--- config.mk ---
export PLATFORM = sky130hd
export DESIGN_NAME = dlg_top
export DESIGN_NICKNAME = d
export VERILOG_FILES = /design/src/logic/dlg_pkg.sv /design/src/logic/dlg_beat_if.sv /design/src/logic/dlg_gearbox.sv /design/src/logic/dlg_lane_map.sv /design/src/logic/dlg_top.sv
export SDC_FILE = /design/constraint.sdc
export NUM_CORES = 2
export LEC_CHECK = 0
export BUFFER_PORTS_ARGS = -buffer_cell sky130_fd_sc_hd__clkbuf_2
export CAP_MARGIN = 15
export CORE_AREA = 5 5 613 615
export CTS_CLUSTER_SIZE = 30
export DETAILED_ROUTE_END_ITERATION = 6
export DIE_AREA = 0 0 618 620
export HOLD_SLACK_MARGIN = 0.06
export PLACE_DENSITY = 0.49
export SYNTH_ARGS = -nofsm -noshare
export SYNTH_HDL_FRONTEND = slang
export SYNTH_SLANG_ARGS = --single-unit
--- constraint.sdc ---
create_clock -name mclk -period 5.3 [get_ports mclk]
set_input_delay 0 -clock mclk [delete_from_list [all_inputs] [get_ports mclk]]
set_output_delay 0 -clock mclk [all_outputs]
set_load 0.05 [all_outputs]
--- src/logic/dlg_pkg.sv ---
package dlg_pkg;

  // Lane group shape
  localparam int DATA_LANES  = 42;
  localparam int SPARE_LANES = 2;
  localparam int PIN_LANES   = DATA_LANES + SPARE_LANES;
  localparam int MAX_RATIO   = 16;
  localparam int WORD_W      = DATA_LANES * MAX_RATIO;
  localparam int IDX_W       = 6;
  localparam int CNT_W       = 4;
  localparam int SPARE_LOW   = 42;
  localparam int SPARE_HIGH  = 43;

  // Repair halves and the two lanes that cannot be repaired
  localparam logic [IDX_W-1:0] LOW_HALF_LAST   = 6'h14;
  localparam logic [IDX_W-1:0] HIGH_HALF_FIRST = 6'h15;
  localparam logic [IDX_W-1:0] HIGH_HALF_LAST  = 6'h29;
  localparam logic [IDX_W-1:0] FIXED_LANE_LOW  = 6'h05;
  localparam logic [IDX_W-1:0] FIXED_LANE_HIGH = 6'h24;

  // Register offsets
  localparam logic [7:0] ADDR_CTRL   = 8'h00;
  localparam logic [7:0] ADDR_REPAIR = 8'h04;
  localparam logic [7:0] ADDR_STATUS = 8'h08;

  // Control fields
  localparam int CTRL_ENABLE    = 0;
  localparam int CTRL_TRANSMIT  = 1;
  localparam int CTRL_RATIO_LSB = 2;
  localparam int CTRL_CLK_SWAP  = 4;
  localparam int CTRL_TX_INVERT = 5;
  localparam int CTRL_RX_INVERT = 6;
  localparam int CTRL_SWAP_LOW  = 7;
  localparam int CTRL_SWAP_HIGH = 8;
  localparam int CTRL_BITS      = 9;

  // Repair fields
  localparam int REP_LOW_EN   = 0;
  localparam int REP_LOW_IDX  = 1;
  localparam int REP_HIGH_EN  = 8;
  localparam int REP_HIGH_IDX = 9;

  // Status fields
  localparam int STAT_RUNNING  = 0;
  localparam int STAT_LOW_ACT  = 1;
  localparam int STAT_HIGH_ACT = 2;
  localparam int STAT_LOW_REJ  = 3;
  localparam int STAT_HIGH_REJ = 4;
  localparam int STAT_RX_CLK   = 5;

  // Values after reset
  localparam logic [CTRL_BITS-1:0] CTRL_RESET = 9'h000;
  localparam logic [1:0]           RATIO_RESET = 2'h0;

  typedef enum {DLG_IDLE, DLG_RUN} dlg_state_type;

  // Ratio code 0..3 selects 2, 4, 8 or 16 beats per core word
  function automatic logic [CNT_W-1:0] dlg_last_beat(input logic [1:0] code);
    dlg_last_beat = CNT_W'((2 << code) - 1);
  endfunction

  // Optional exchange of each spare lane with its unrepairable neighbour
  function automatic logic [PIN_LANES-1:0] dlg_swap_spares(input logic [PIN_LANES-1:0] v,
                                                          input logic lo,
                                                          input logic hi);
    logic [PIN_LANES-1:0] r;
    r = v;
    if (lo)
    begin
      r[SPARE_LOW]      = v[FIXED_LANE_LOW];
      r[FIXED_LANE_LOW] = v[SPARE_LOW];
    end
    if (hi)
    begin
      r[SPARE_HIGH]      = v[FIXED_LANE_HIGH];
      r[FIXED_LANE_HIGH] = v[SPARE_HIGH];
    end
    dlg_swap_spares = r;
  endfunction

endpackage

--- src/logic/dlg_beat_if.sv ---
`timescale 1ns/1ps
`default_nettype none
// One 42-bit beat each way between the gearbox and the lane mapper
interface dlg_beat_if;
  logic [41:0] tx_beat;
  logic [41:0] rx_beat;
  logic        rx_strobe;
  modport gear (output tx_beat, input rx_beat, input rx_strobe);
  modport map  (input tx_beat, output rx_beat, output rx_strobe);
endinterface
`default_nettype wire

--- src/logic/dlg_gearbox.sv ---
`timescale 1ns/1ps
`default_nettype none
module dlg_gearbox
  import dlg_pkg::*;
(
  input  wire logic                 mclk,
  input  wire logic                 sys_rst,
  input  wire logic                 run,
  input  wire logic [1:0]           ratio_code,
  input  wire logic [WORD_W-1:0]    tx_word,
  output logic                      tx_take,
  output logic [WORD_W-1:0]         rx_word,
  output logic                      rx_word_valid,
  dlg_beat_if.gear                  beat
);
  import dlg_pkg::*;

  logic [CNT_W-1:0]  tx_cnt, next_tx_cnt;
  logic [WORD_W-1:0] tx_hold, next_tx_hold;
  logic [41:0]       tx_beat_q, next_tx_beat;
  logic [CNT_W-1:0]  rx_cnt, next_rx_cnt;
  logic [WORD_W-1:0] rx_buf, next_rx_buf;
  logic [WORD_W-1:0] next_rx_word;
  logic              next_rx_valid;
  logic [CNT_W-1:0]  last;

  assign last    = dlg_last_beat(ratio_code);
  assign tx_take = run && (tx_cnt == '0);
  assign beat.tx_beat = tx_beat_q;

  // Serializer: word taken at beat 0, sent low 42 bits first
  always_comb
  begin
    next_tx_cnt  = tx_cnt;
    next_tx_hold = tx_hold;
    next_tx_beat = tx_beat_q;
    if (!run)
    begin
      next_tx_cnt  = '0;
      next_tx_beat = '0;
    end
    else
    begin
      next_tx_cnt = (tx_cnt == last) ? '0 : tx_cnt + 1'b1;
      if (tx_cnt == '0)
      begin
        next_tx_hold = tx_word;
        next_tx_beat = tx_word[DATA_LANES-1:0];
      end
      else
        next_tx_beat = tx_hold[tx_cnt*DATA_LANES +: DATA_LANES];
    end
  end

  // Deserializer: beats fill the word from the low end up
  always_comb
  begin
    next_rx_cnt   = rx_cnt;
    next_rx_buf   = rx_buf;
    next_rx_word  = rx_word;
    next_rx_valid = 1'b0;
    if (!run)
      next_rx_cnt = '0;
    else if (beat.rx_strobe)
    begin
      next_rx_buf[rx_cnt*DATA_LANES +: DATA_LANES] = beat.rx_beat;
      if (rx_cnt == last)
      begin
        next_rx_cnt   = '0;
        next_rx_word  = next_rx_buf;
        next_rx_valid = 1'b1;
      end
      else
        next_rx_cnt = rx_cnt + 1'b1;
    end
  end

  always_ff @(posedge mclk)
  begin
    if (sys_rst)
    begin
      tx_cnt        <= '0;
      tx_hold       <= '0;
      tx_beat_q     <= '0;
      rx_cnt        <= '0;
      rx_buf        <= '0;
      rx_word       <= '0;
      rx_word_valid <= 1'b0;
    end
    else
    begin
      tx_cnt        <= next_tx_cnt;
      tx_hold       <= next_tx_hold;
      tx_beat_q     <= next_tx_beat;
      rx_cnt        <= next_rx_cnt;
      rx_buf        <= next_rx_buf;
      rx_word       <= next_rx_word;
      rx_word_valid <= next_rx_valid;
    end
  end
endmodule
`default_nettype wire

--- src/logic/dlg_lane_map.sv ---
`timescale 1ns/1ps
`default_nettype none
module dlg_lane_map
  import dlg_pkg::*;
(
  input  wire logic                 low_en,
  input  wire logic [IDX_W-1:0]     low_idx,
  input  wire logic                 high_en,
  input  wire logic [IDX_W-1:0]     high_idx,
  input  wire logic                 swap_low,
  input  wire logic                 swap_high,
  input  wire logic [PIN_LANES-1:0] pin_rx,
  input  wire logic                 pin_rx_strobe,
  output logic [PIN_LANES-1:0]      pin_tx,
  dlg_beat_if.map                   beat
);
  import dlg_pkg::*;

  logic [PIN_LANES-1:0] tx_map;
  logic [PIN_LANES-1:0] rx_unswap;
  logic [41:0]          rx_fix;

  // Transmit: copy the broken lane's bit onto its spare, spares idle otherwise
  always_comb
  begin
    tx_map = {2'b00, beat.tx_beat};
    if (low_en)
      tx_map[SPARE_LOW] = beat.tx_beat[low_idx];
    if (high_en)
      tx_map[SPARE_HIGH] = beat.tx_beat[high_idx];
    pin_tx = dlg_swap_spares(tx_map, swap_low, swap_high);
  end

  // Receive: restore the substituted bit, spares never leave this block
  always_comb
  begin
    rx_unswap = dlg_swap_spares(pin_rx, swap_low, swap_high);
    rx_fix    = rx_unswap[DATA_LANES-1:0];
    if (low_en)
      rx_fix[low_idx] = rx_unswap[SPARE_LOW];
    if (high_en)
      rx_fix[high_idx] = rx_unswap[SPARE_HIGH];
  end

  assign beat.rx_beat   = rx_fix;
  assign beat.rx_strobe = pin_rx_strobe;
endmodule
`default_nettype wire

--- src/logic/dlg_top.sv ---
`timescale 1ns/1ps
`default_nettype none
module dlg_top
  import dlg_pkg::*;
(
  input  wire logic                 mclk,
  input  wire logic                 sys_rst,
  // Register port
  input  wire logic [7:0]           reg_addr,
  input  wire logic [31:0]          reg_wdata,
  input  wire logic                 reg_wr,
  input  wire logic                 reg_rd,
  output logic [31:0]               reg_rdata,
  // Core side
  input  wire logic [WORD_W-1:0]    tx_word,
  output logic                      tx_take,
  output logic [WORD_W-1:0]         rx_word,
  output logic                      rx_word_valid,
  // Data and spare lanes, index 42 low spare, 43 high spare
  input  wire logic [PIN_LANES-1:0] lane_in,
  output logic [PIN_LANES-1:0]      lane_out,
  output logic [PIN_LANES-1:0]      lane_oe_n,
  // Clock pairs, each leg a two-way pin
  input  wire logic                 write_strobe_pair_t_in,
  input  wire logic                 write_strobe_pair_c_in,
  output logic                      write_strobe_pair_t_out,
  output logic                      write_strobe_pair_c_out,
  output logic                      write_strobe_pair_oe_n,
  input  wire logic                 read_strobe_pair_t_in,
  input  wire logic                 read_strobe_pair_c_in,
  output logic                      read_strobe_pair_t_out,
  output logic                      read_strobe_pair_c_out,
  output logic                      read_strobe_pair_oe_n
);
  import dlg_pkg::*;

  dlg_beat_if beat ();

  dlg_state_type        state, next_state;
  logic [CTRL_BITS-1:0] ctrl, next_ctrl;
  logic [1:0]           ratio, next_ratio;
  logic                 low_en, next_low_en;
  logic [IDX_W-1:0]     low_idx, next_low_idx;
  logic                 high_en, next_high_en;
  logic [IDX_W-1:0]     high_idx, next_high_idx;
  logic                 low_rej, next_low_rej;
  logic                 high_rej, next_high_rej;
  logic [31:0]          next_rdata;
  logic                 run, transmit, receive;
  logic [IDX_W-1:0]     wr_low_idx, wr_high_idx;
  logic                 wr_low_ok, wr_high_ok;
  logic [PIN_LANES-1:0] pin_tx;
  logic [PIN_LANES-1:0] lane_q, next_lane_q;
  logic                 fwd, next_fwd;
  logic                 drive, next_drive;
  logic [PIN_LANES-1:0] lane_s1, lane_s2;
  logic [1:0]           clk_s1, clk_s2;
  logic                 rclk_q, next_rclk_q;
  logic                 rclk_now;
  logic                 rx_strobe;
  logic                 clk_seen, next_clk_seen;

  // Only the true leg of each incoming pair is watched
  logic unused_c_legs;
  assign unused_c_legs = write_strobe_pair_c_in ^ read_strobe_pair_c_in;

  assign run      = (state == DLG_RUN);
  assign transmit = ctrl[CTRL_TRANSMIT];
  assign receive  = run && !transmit;

  // Repair targets checked per half; lanes 5 and 36 refused
  assign wr_low_idx  = reg_wdata[REP_LOW_IDX +: IDX_W];
  assign wr_high_idx = reg_wdata[REP_HIGH_IDX +: IDX_W];
  assign wr_low_ok   = (wr_low_idx <= LOW_HALF_LAST) && (wr_low_idx != FIXED_LANE_LOW);
  assign wr_high_ok  = (wr_high_idx >= HIGH_HALF_FIRST) && (wr_high_idx <= HIGH_HALF_LAST)
                       && (wr_high_idx != FIXED_LANE_HIGH);

  // Register writes; ratio and swaps only move while the group is stopped
  always_comb
  begin
    next_ctrl     = ctrl;
    next_ratio    = ratio;
    next_low_en   = low_en;
    next_low_idx  = low_idx;
    next_high_en  = high_en;
    next_high_idx = high_idx;
    next_low_rej  = low_rej;
    next_high_rej = high_rej;
    if (reg_wr && reg_addr == ADDR_CTRL)
    begin
      next_ctrl[CTRL_ENABLE]   = reg_wdata[CTRL_ENABLE];
      next_ctrl[CTRL_TRANSMIT] = reg_wdata[CTRL_TRANSMIT];
      if (!run)
      begin
        next_ctrl  = reg_wdata[CTRL_BITS-1:0];
        next_ratio = reg_wdata[CTRL_RATIO_LSB +: 2];
      end
    end
    if (reg_wr && reg_addr == ADDR_REPAIR)
    begin
      // A bad target leaves that half as it was and is flagged
      next_low_rej  = reg_wdata[REP_LOW_EN] && !wr_low_ok;
      next_high_rej = reg_wdata[REP_HIGH_EN] && !wr_high_ok;
      if (!reg_wdata[REP_LOW_EN] || wr_low_ok)
      begin
        next_low_en  = reg_wdata[REP_LOW_EN];
        next_low_idx = wr_low_idx;
      end
      if (!reg_wdata[REP_HIGH_EN] || wr_high_ok)
      begin
        next_high_en  = reg_wdata[REP_HIGH_EN];
        next_high_idx = wr_high_idx;
      end
    end
  end

  // Read data, valid the cycle after the read strobe only
  always_comb
  begin
    next_rdata = 32'h0000_0000;
    if (reg_rd)
    begin
      case (reg_addr)
        ADDR_CTRL:
        begin
          next_rdata[CTRL_BITS-1:0]       = ctrl;
          next_rdata[CTRL_RATIO_LSB +: 2] = ratio;
        end
        ADDR_REPAIR:
        begin
          next_rdata[REP_LOW_EN]            = low_en;
          next_rdata[REP_LOW_IDX +: IDX_W]  = low_idx;
          next_rdata[REP_HIGH_EN]           = high_en;
          next_rdata[REP_HIGH_IDX +: IDX_W] = high_idx;
        end
        ADDR_STATUS:
        begin
          next_rdata[STAT_RUNNING]  = run;
          next_rdata[STAT_LOW_ACT]  = low_en;
          next_rdata[STAT_HIGH_ACT] = high_en;
          next_rdata[STAT_LOW_REJ]  = low_rej;
          next_rdata[STAT_HIGH_REJ] = high_rej;
          next_rdata[STAT_RX_CLK]   = clk_seen;
        end
        default: next_rdata = 32'h0000_0000;
      endcase
    end
  end

  // Run state follows the enable bit
  always_comb
  begin
    case (state)
      DLG_IDLE: next_state = ctrl[CTRL_ENABLE] ? DLG_RUN : DLG_IDLE;
      DLG_RUN:  next_state = ctrl[CTRL_ENABLE] ? DLG_RUN : DLG_IDLE;
      default:  next_state = DLG_IDLE;
    endcase
  end

  always_ff @(posedge mclk)
  begin
    if (sys_rst)
    begin
      state     <= DLG_IDLE;
      ctrl      <= CTRL_RESET;
      ratio     <= RATIO_RESET;
      low_en    <= 1'b0;
      low_idx   <= '0;
      high_en   <= 1'b0;
      high_idx  <= '0;
      low_rej   <= 1'b0;
      high_rej  <= 1'b0;
      reg_rdata <= 32'h0000_0000;
    end
    else
    begin
      state     <= next_state;
      ctrl      <= next_ctrl;
      ratio     <= next_ratio;
      low_en    <= next_low_en;
      low_idx   <= next_low_idx;
      high_en   <= next_high_en;
      high_idx  <= next_high_idx;
      low_rej   <= next_low_rej;
      high_rej  <= next_high_rej;
      reg_rdata <= next_rdata;
    end
  end

  // Transmit pins: lanes and forwarded clock leave the same register stage
  // so every clock edge sits on a beat boundary
  always_comb
  begin
    next_drive  = run && transmit;
    next_lane_q = next_drive ? pin_tx : '0;
    next_fwd    = next_drive ? !fwd : 1'b0;
  end

  always_ff @(posedge mclk)
  begin
    if (sys_rst)
    begin
      lane_q <= '0;
      fwd    <= 1'b0;
      drive  <= 1'b0;
    end
    else
    begin
      lane_q <= next_lane_q;
      fwd    <= next_fwd;
      drive  <= next_drive;
    end
  end

  assign lane_out  = lane_q;
  assign lane_oe_n = {PIN_LANES{!drive}};

  // Forwarded clock goes out on one pair; the other pair is left undriven
  always_comb
  begin
    write_strobe_pair_t_out = fwd ^ ctrl[CTRL_TX_INVERT];
    write_strobe_pair_c_out = !(fwd ^ ctrl[CTRL_TX_INVERT]);
    read_strobe_pair_t_out  = write_strobe_pair_t_out;
    read_strobe_pair_c_out  = write_strobe_pair_c_out;
    write_strobe_pair_oe_n  = !(drive && !ctrl[CTRL_CLK_SWAP]);
    read_strobe_pair_oe_n   = !(drive && ctrl[CTRL_CLK_SWAP]);
  end

  // Pin inputs pass two flip-flops before anything looks at them
  always_ff @(posedge mclk)
  begin
    if (sys_rst)
    begin
      lane_s1 <= '0;
      lane_s2 <= '0;
      clk_s1  <= 2'b00;
      clk_s2  <= 2'b00;
    end
    else
    begin
      lane_s1 <= lane_in;
      lane_s2 <= lane_s1;
      clk_s1  <= {write_strobe_pair_t_in, read_strobe_pair_t_in};
      clk_s2  <= clk_s1;
    end
  end

  // Each edge of the received clock, either direction, marks one beat;
  // the input of an unused pair is never looked at when transmitting
  always_comb
  begin
    rclk_now      = (ctrl[CTRL_CLK_SWAP] ? clk_s2[1] : clk_s2[0])
                    ^ ctrl[CTRL_RX_INVERT];
    next_rclk_q   = rclk_now;
    rx_strobe     = receive && (rclk_now != rclk_q);
    next_clk_seen = receive ? (clk_seen || rx_strobe) : 1'b0;
  end

  always_ff @(posedge mclk)
  begin
    if (sys_rst)
    begin
      rclk_q   <= 1'b0;
      clk_seen <= 1'b0;
    end
    else
    begin
      rclk_q   <= next_rclk_q;
      clk_seen <= next_clk_seen;
    end
  end

  dlg_gearbox u_gear (
    .mclk          (mclk),
    .sys_rst       (sys_rst),
    .run           (run),
    .ratio_code    (ratio),
    .tx_word       (tx_word),
    .tx_take       (tx_take),
    .rx_word       (rx_word),
    .rx_word_valid (rx_word_valid),
    .beat          (beat.gear)
  );

  dlg_lane_map u_map (
    .low_en        (low_en),
    .low_idx       (low_idx),
    .high_en       (high_en),
    .high_idx      (high_idx),
    .swap_low      (ctrl[CTRL_SWAP_LOW]),
    .swap_high     (ctrl[CTRL_SWAP_HIGH]),
    .pin_rx        (lane_s2),
    .pin_rx_strobe (rx_strobe),
    .pin_tx        (pin_tx),
    .beat          (beat.map)
  );

endmodule
`default_nettype wire

==> run summary <==
The number of enable-type register cells in the synthesized netlist is 0. At the worst endpoint, the required time is 6.10 ns. The area share of the leading cell type in the synthesized netlist is 44.2%. The area of the die was 383000 um^2; the final-layout setup total negative slack was 0 ns.

The detail route stage leaves a number of antenna-violating nets equal to 0. For the pin with the worst max-slew slack, the measured transition is 1.37 ns. The maximum cell stage delay along the critical path was 1.06 ns; the final worst-path cycle share was 98.9%. On the final layout, the worst clock skew is 0.0819 ns. After synthesis, the largest family of logic cells by area is compound AO/OA/AOI/OAI gates. The run gives 1.07 as the placer congestion estimate.

For the number of warnings printed during yosys synthesis, the log shows 0. After synthesis, the share of cell area in mux cells is 5.63%. A synthesized cell averages 8.14 um^2. The sort of element at the end of the critical path was a flop.

Buffers placed on the I/O ports in this run total 1527. Together, buffers and inverters on the worst path number 2. For this run, design rule violations remaining after detail routing come to 0. The clock passes through at most 4 buffers. The area of combinational cells with multiple inputs is 52500 um^2.

The area share of xor/xnor cells in the synthesized design came out at 0.186%. Setup repair after global routing left no endpoint under its margin. The netlist uses 114 different library cells. TritonCTS built the clock tree. The clock period could shrink to 5.24 ns.

The share of layout cells above drive strength 1 works out to 20.3%. The logs give 0.95 ns for the clock latency on the worst-skew pair and 1564 for the number of I/O pins. The HPWL after detailed placement is 483000 um. The tools report the routed wire length as 651000 um. Entering global routing, the biggest net connects 206 pins. Across every metal layer, demand over resource in global routing totals 32.2%. Measured against its own limit, the worst slew margin works out to 8.03%.

The maximum net fanout on the critical path works out to 17. On the critical path, the stage with the largest delay is an instance of a21oi_1. The post-layout utilization of the core is 38.7%. Counting cells, the worst reg-to-reg path comes to 11. The synthesized netlist devotes 24.8% of its cell area to compound gates.

Number of antenna violations at the first check in global routing: 186. The worst hold path begins at reg_addr[6]. Once placement finished, the instance area stood at 118000 um^2. In this design, the largest share of critical-path delay is due to compound AO/OA/AOI/OAI gates. The total power divided by cell area is 269 nW/um^2, and the number of endpoints failing setup at the final stage is 0.

At the end of the flow, the number of nets in the layout was 16300. The worst-case IR drop observed on VDD is 0.265 mV. The number of failing hold endpoints at the final stage is 0. Dividing the detail-routed via count by the number of cells gives 5.58.

Counting every sink on the clock net gives 2248. After technology mapping, the gate count stands at 12500. The worst hold path passes through 5 cells. In the synthesized netlist the async set-or-reset flop fraction comes to 0%.

The signal on the critical path passes through buf_4 > and3b_1 > nand3_1 > o31ai_1 > o21ai_0 > o22ai_1 > nor2_1 > a21oi_1 > a22oi_1 > buf_4 > o311ai_0. CTS placed an instance of clkbuf_16 at the clock tree root. The critical path is of the flop to flop type. The initial core utilization was 27.5%.

The area growth from synthesis to layout is 40.8%. Summing the areas of all fa, ha and maj instances in the mapped netlist gives 0.167% of the synthesized area. Among all flip-flop cells after synthesis, the most frequent one is dfxtp_1.

The H-tree was split into 5 levels. The post-CTS setup repair buffer count was 0; the area occupied by registers was 45000 um^2. In this run the static leakage power is 0.0507 uW. The die height works out to 620 um. The floorplan step defined a core boundary enclosing 370000 um^2. The flow ran to the end, and the final reports show no timing, DRC or antenna violations. The total number of placement rows is 224. After synthesis the netlist holds a flip-flop and latch count of 2248. The simple-gate share of the synthesized area is 20.2%. Kind of path behind the tightest hold check: input pin to flop.

The startpoint identified for the worst register-to-register timing path is high_idx[1]. CTS clock-pin slew for the worst setup and hold paths: 0.06 ns. The aggregate global routing overflow was 0; the sequential cell area fraction in the yosys report was 44.2%.

The tool flagged a number of max-cap violations equal to 0. For the global-route wire length before repair, the log shows 885000 um. The worst hold path terminates at reg_rdata[7].

The run gives 110000 as the via count of the first global-routing pass. By area the synthesized netlist is led by dfxtp_1 44%, nand2_1 7.8%, a21oi_1 7.1%. The layout has 37900 filler cells. The total number of vias is 116000.

The detail-routed net length per standard cell was 31.3 um. Timing would allow up to 191 MHz. The logs give 6 for the iteration count of the initial detailed-routing pass and 18600 for the placed cell count. The synthesized netlist occupies a cell area of 102000 um^2.

STA classifies the critical path startpoint as a flop. With fillers left out, the area of the finished cells amounts to 143000 um^2. Counting stages on the worst path, the most repeated cell is buf_4.

The violation count after the first detailed-route iteration is 13100. For the worst setup path, the data arrival time is 6.04 ns. Die span in x: 618 um. The number of slew-limit violations in the final report is 0, and the final instance count without filler cells is 20800. Cell taking the most area after synthesis: dfxtp_1.

The number of clock buffers added by TritonCTS is 276. The setup check on the worst reg-to-reg path leaves a slack of 0.06 ns. Endpoint of the lowest-slack register-to-register path: u_gear.rx_word[216].
-- flip-flops by register name, indices dropped and copies added, names as in the netlist, 6 cells and up --
signal and count:
u_gear.rx_buf 672, u_gear.rx_word 672, u_gear.beat.tx_beat 42, lane_s1 44, lane_s2 44, low_idx 6
high_idx 6, lane_out 44, u_gear.tx_hold 672, ctrl 9, reg_rdata 15
-- cell type report --
type,count,share of cell area [%]
antenna,129,0.225
clock buffer,412,5.67
clock inverter,79,0.815
inverter,72,0.205
multi-input combinational,9061,36.6
sequential,2248,31.4
tap,4972,4.34
timing repair buffer,3820,20.7
-- worst max-delay path by stage --
stage	to	from	depth (start not counted)	slack [ns]
floorplan	u_gear.rx_word[297]	u_gear.rx_cnt[0]	23	-0.07
global placement	u_gear.rx_word[654]	u_gear.rx_cnt[0]	12	-0.09
detailed placement	u_gear.rx_buf[259]	u_gear.rx_cnt[1]	18	-0.07
CTS	u_gear.rx_buf[543]	u_gear.rx_cnt[1]	18	0.07
global route	u_gear.rx_buf[263]	u_gear.rx_cnt[1]	19	0.001
finish	u_gear.rx_word[216]	high_idx[1]	11	0.06
-- Yosys cell counts, types with 33 or more instances --
master,count
dfxtp_1,2248
nand2_1,2116
a21oi_1,1436
nor2_1,1251
clkbuf_1,903
o21ai_0,577
a211oi_1,503
nand3_1,429
nor3_1,318
o22ai_1,214
mux4_2,180
o31ai_1,150
nor2b_1,117
a31oi_1,111
a22oi_1,110
and3_1,110
nand4_1,100
mux2i_1,93
buf_1,86
a311oi_1,83
buf_2,80
nor4_1,80
o211ai_1,74
inv_1,68
buf_4,66
mux2_2,65
o311ai_0,64
o221ai_1,62
a21o_1,60
o32ai_1,59
a2111oi_0,53
a311o_1,44
a221oi_1,38
o21ai_1,33
or3_1,33
-- worst register-to-register path: stages (launching register included) --
cell and delay, ns:
dfxtp_1 0.80, buf_4 0.34, and3b_1 0.64, nand3_1 0.16
o31ai_1 0.13, o21ai_0 0.42, o22ai_1 0.45, nor2_1 0.13
a21oi_1 1.06, a22oi_1 0.35, buf_4 0.32, o311ai_0 0.34
-- placed cells by master (no fill, tap or decap), drive strengths merged, types with 26 or more instances in the layout --
| master | instances |
|---|---|
| a211oi | 508 |
| a211o | 27 |
| dfxtp | 2248 |
| nand2b | 28 |
| o21ai | 611 |
| nor3 | 326 |
| a31oi | 112 |
| a21o | 60 |
| mux2i | 93 |
| nor2b | 117 |
| a21oi | 1449 |
| clkinv | 50 |
| and3 | 110 |
| o221ai | 68 |
| inv | 82 |
| a221oi | 39 |
| a311oi | 83 |
| or3 | 33 |
| nand4 | 100 |
| o211ai | 74 |
| clkbuf | 1938 |
| o311ai | 76 |
| buf | 771 |
| diode | 129 |
| nand3 | 429 |
| nor4b | 26 |
| a22oi | 115 |
| nor2 | 1252 |
| nor4 | 81 |
| o32ai | 62 |
| mux4 | 180 |
| nand2 | 2116 |
| mux2 | 66 |
| dlygate4sd3 | 1523 |
| o22ai | 217 |
| a2111oi | 54 |
| a311o | 44 |
| o31ai | 155 |
-- per-stage QoR --
stage	setup slack, ns	hold WS [ns]	total power, uW
CTS	0.0682	0.0675	38800
global placement	-0.0900	0.217	18300
finish	0.0586	0.0859	38600
floorplan	-0.0691	0.128	17700
detailed placement	-0.0739	0.219	18300
global route	0.00114	0.0646	39600
-- logic make-up after synthesis --
logic type	count (synthesis)
compound gates	3949
xor+xnor	19
fa+ha+maj	13
buf+inv	1209
flops	2248
mux	339
other cells	1
simple gates	4724
-- layer usage --
layer	vias up	share of wire, %	global-route usage [%]
li1	51500	-	-
met1	56600	37	37.5
met2	6108	45	51.9
met3	1703	8.2	7.07
met4	24	9.4	23.9
met5	-	0.029	0
-- report_power, final --
group	switching (uW)	total [uW]	leakage, uW	internal [uW]
Combinational	926	1950	0.0280	1020
Sequential	21.1	17000	0.0181	16900
Clock	8210	19700	0.00455	11500
Total	9160	38600	0.0507	29400
-- repair_timing --
item                                     CTS  global route
hold buffers                            1522             1
endpoints found under the hold margin   1339             1
gates resized for setup                    1            12
endpoints found under the setup margin     2            63
Power figures use the tool's default switching activity.
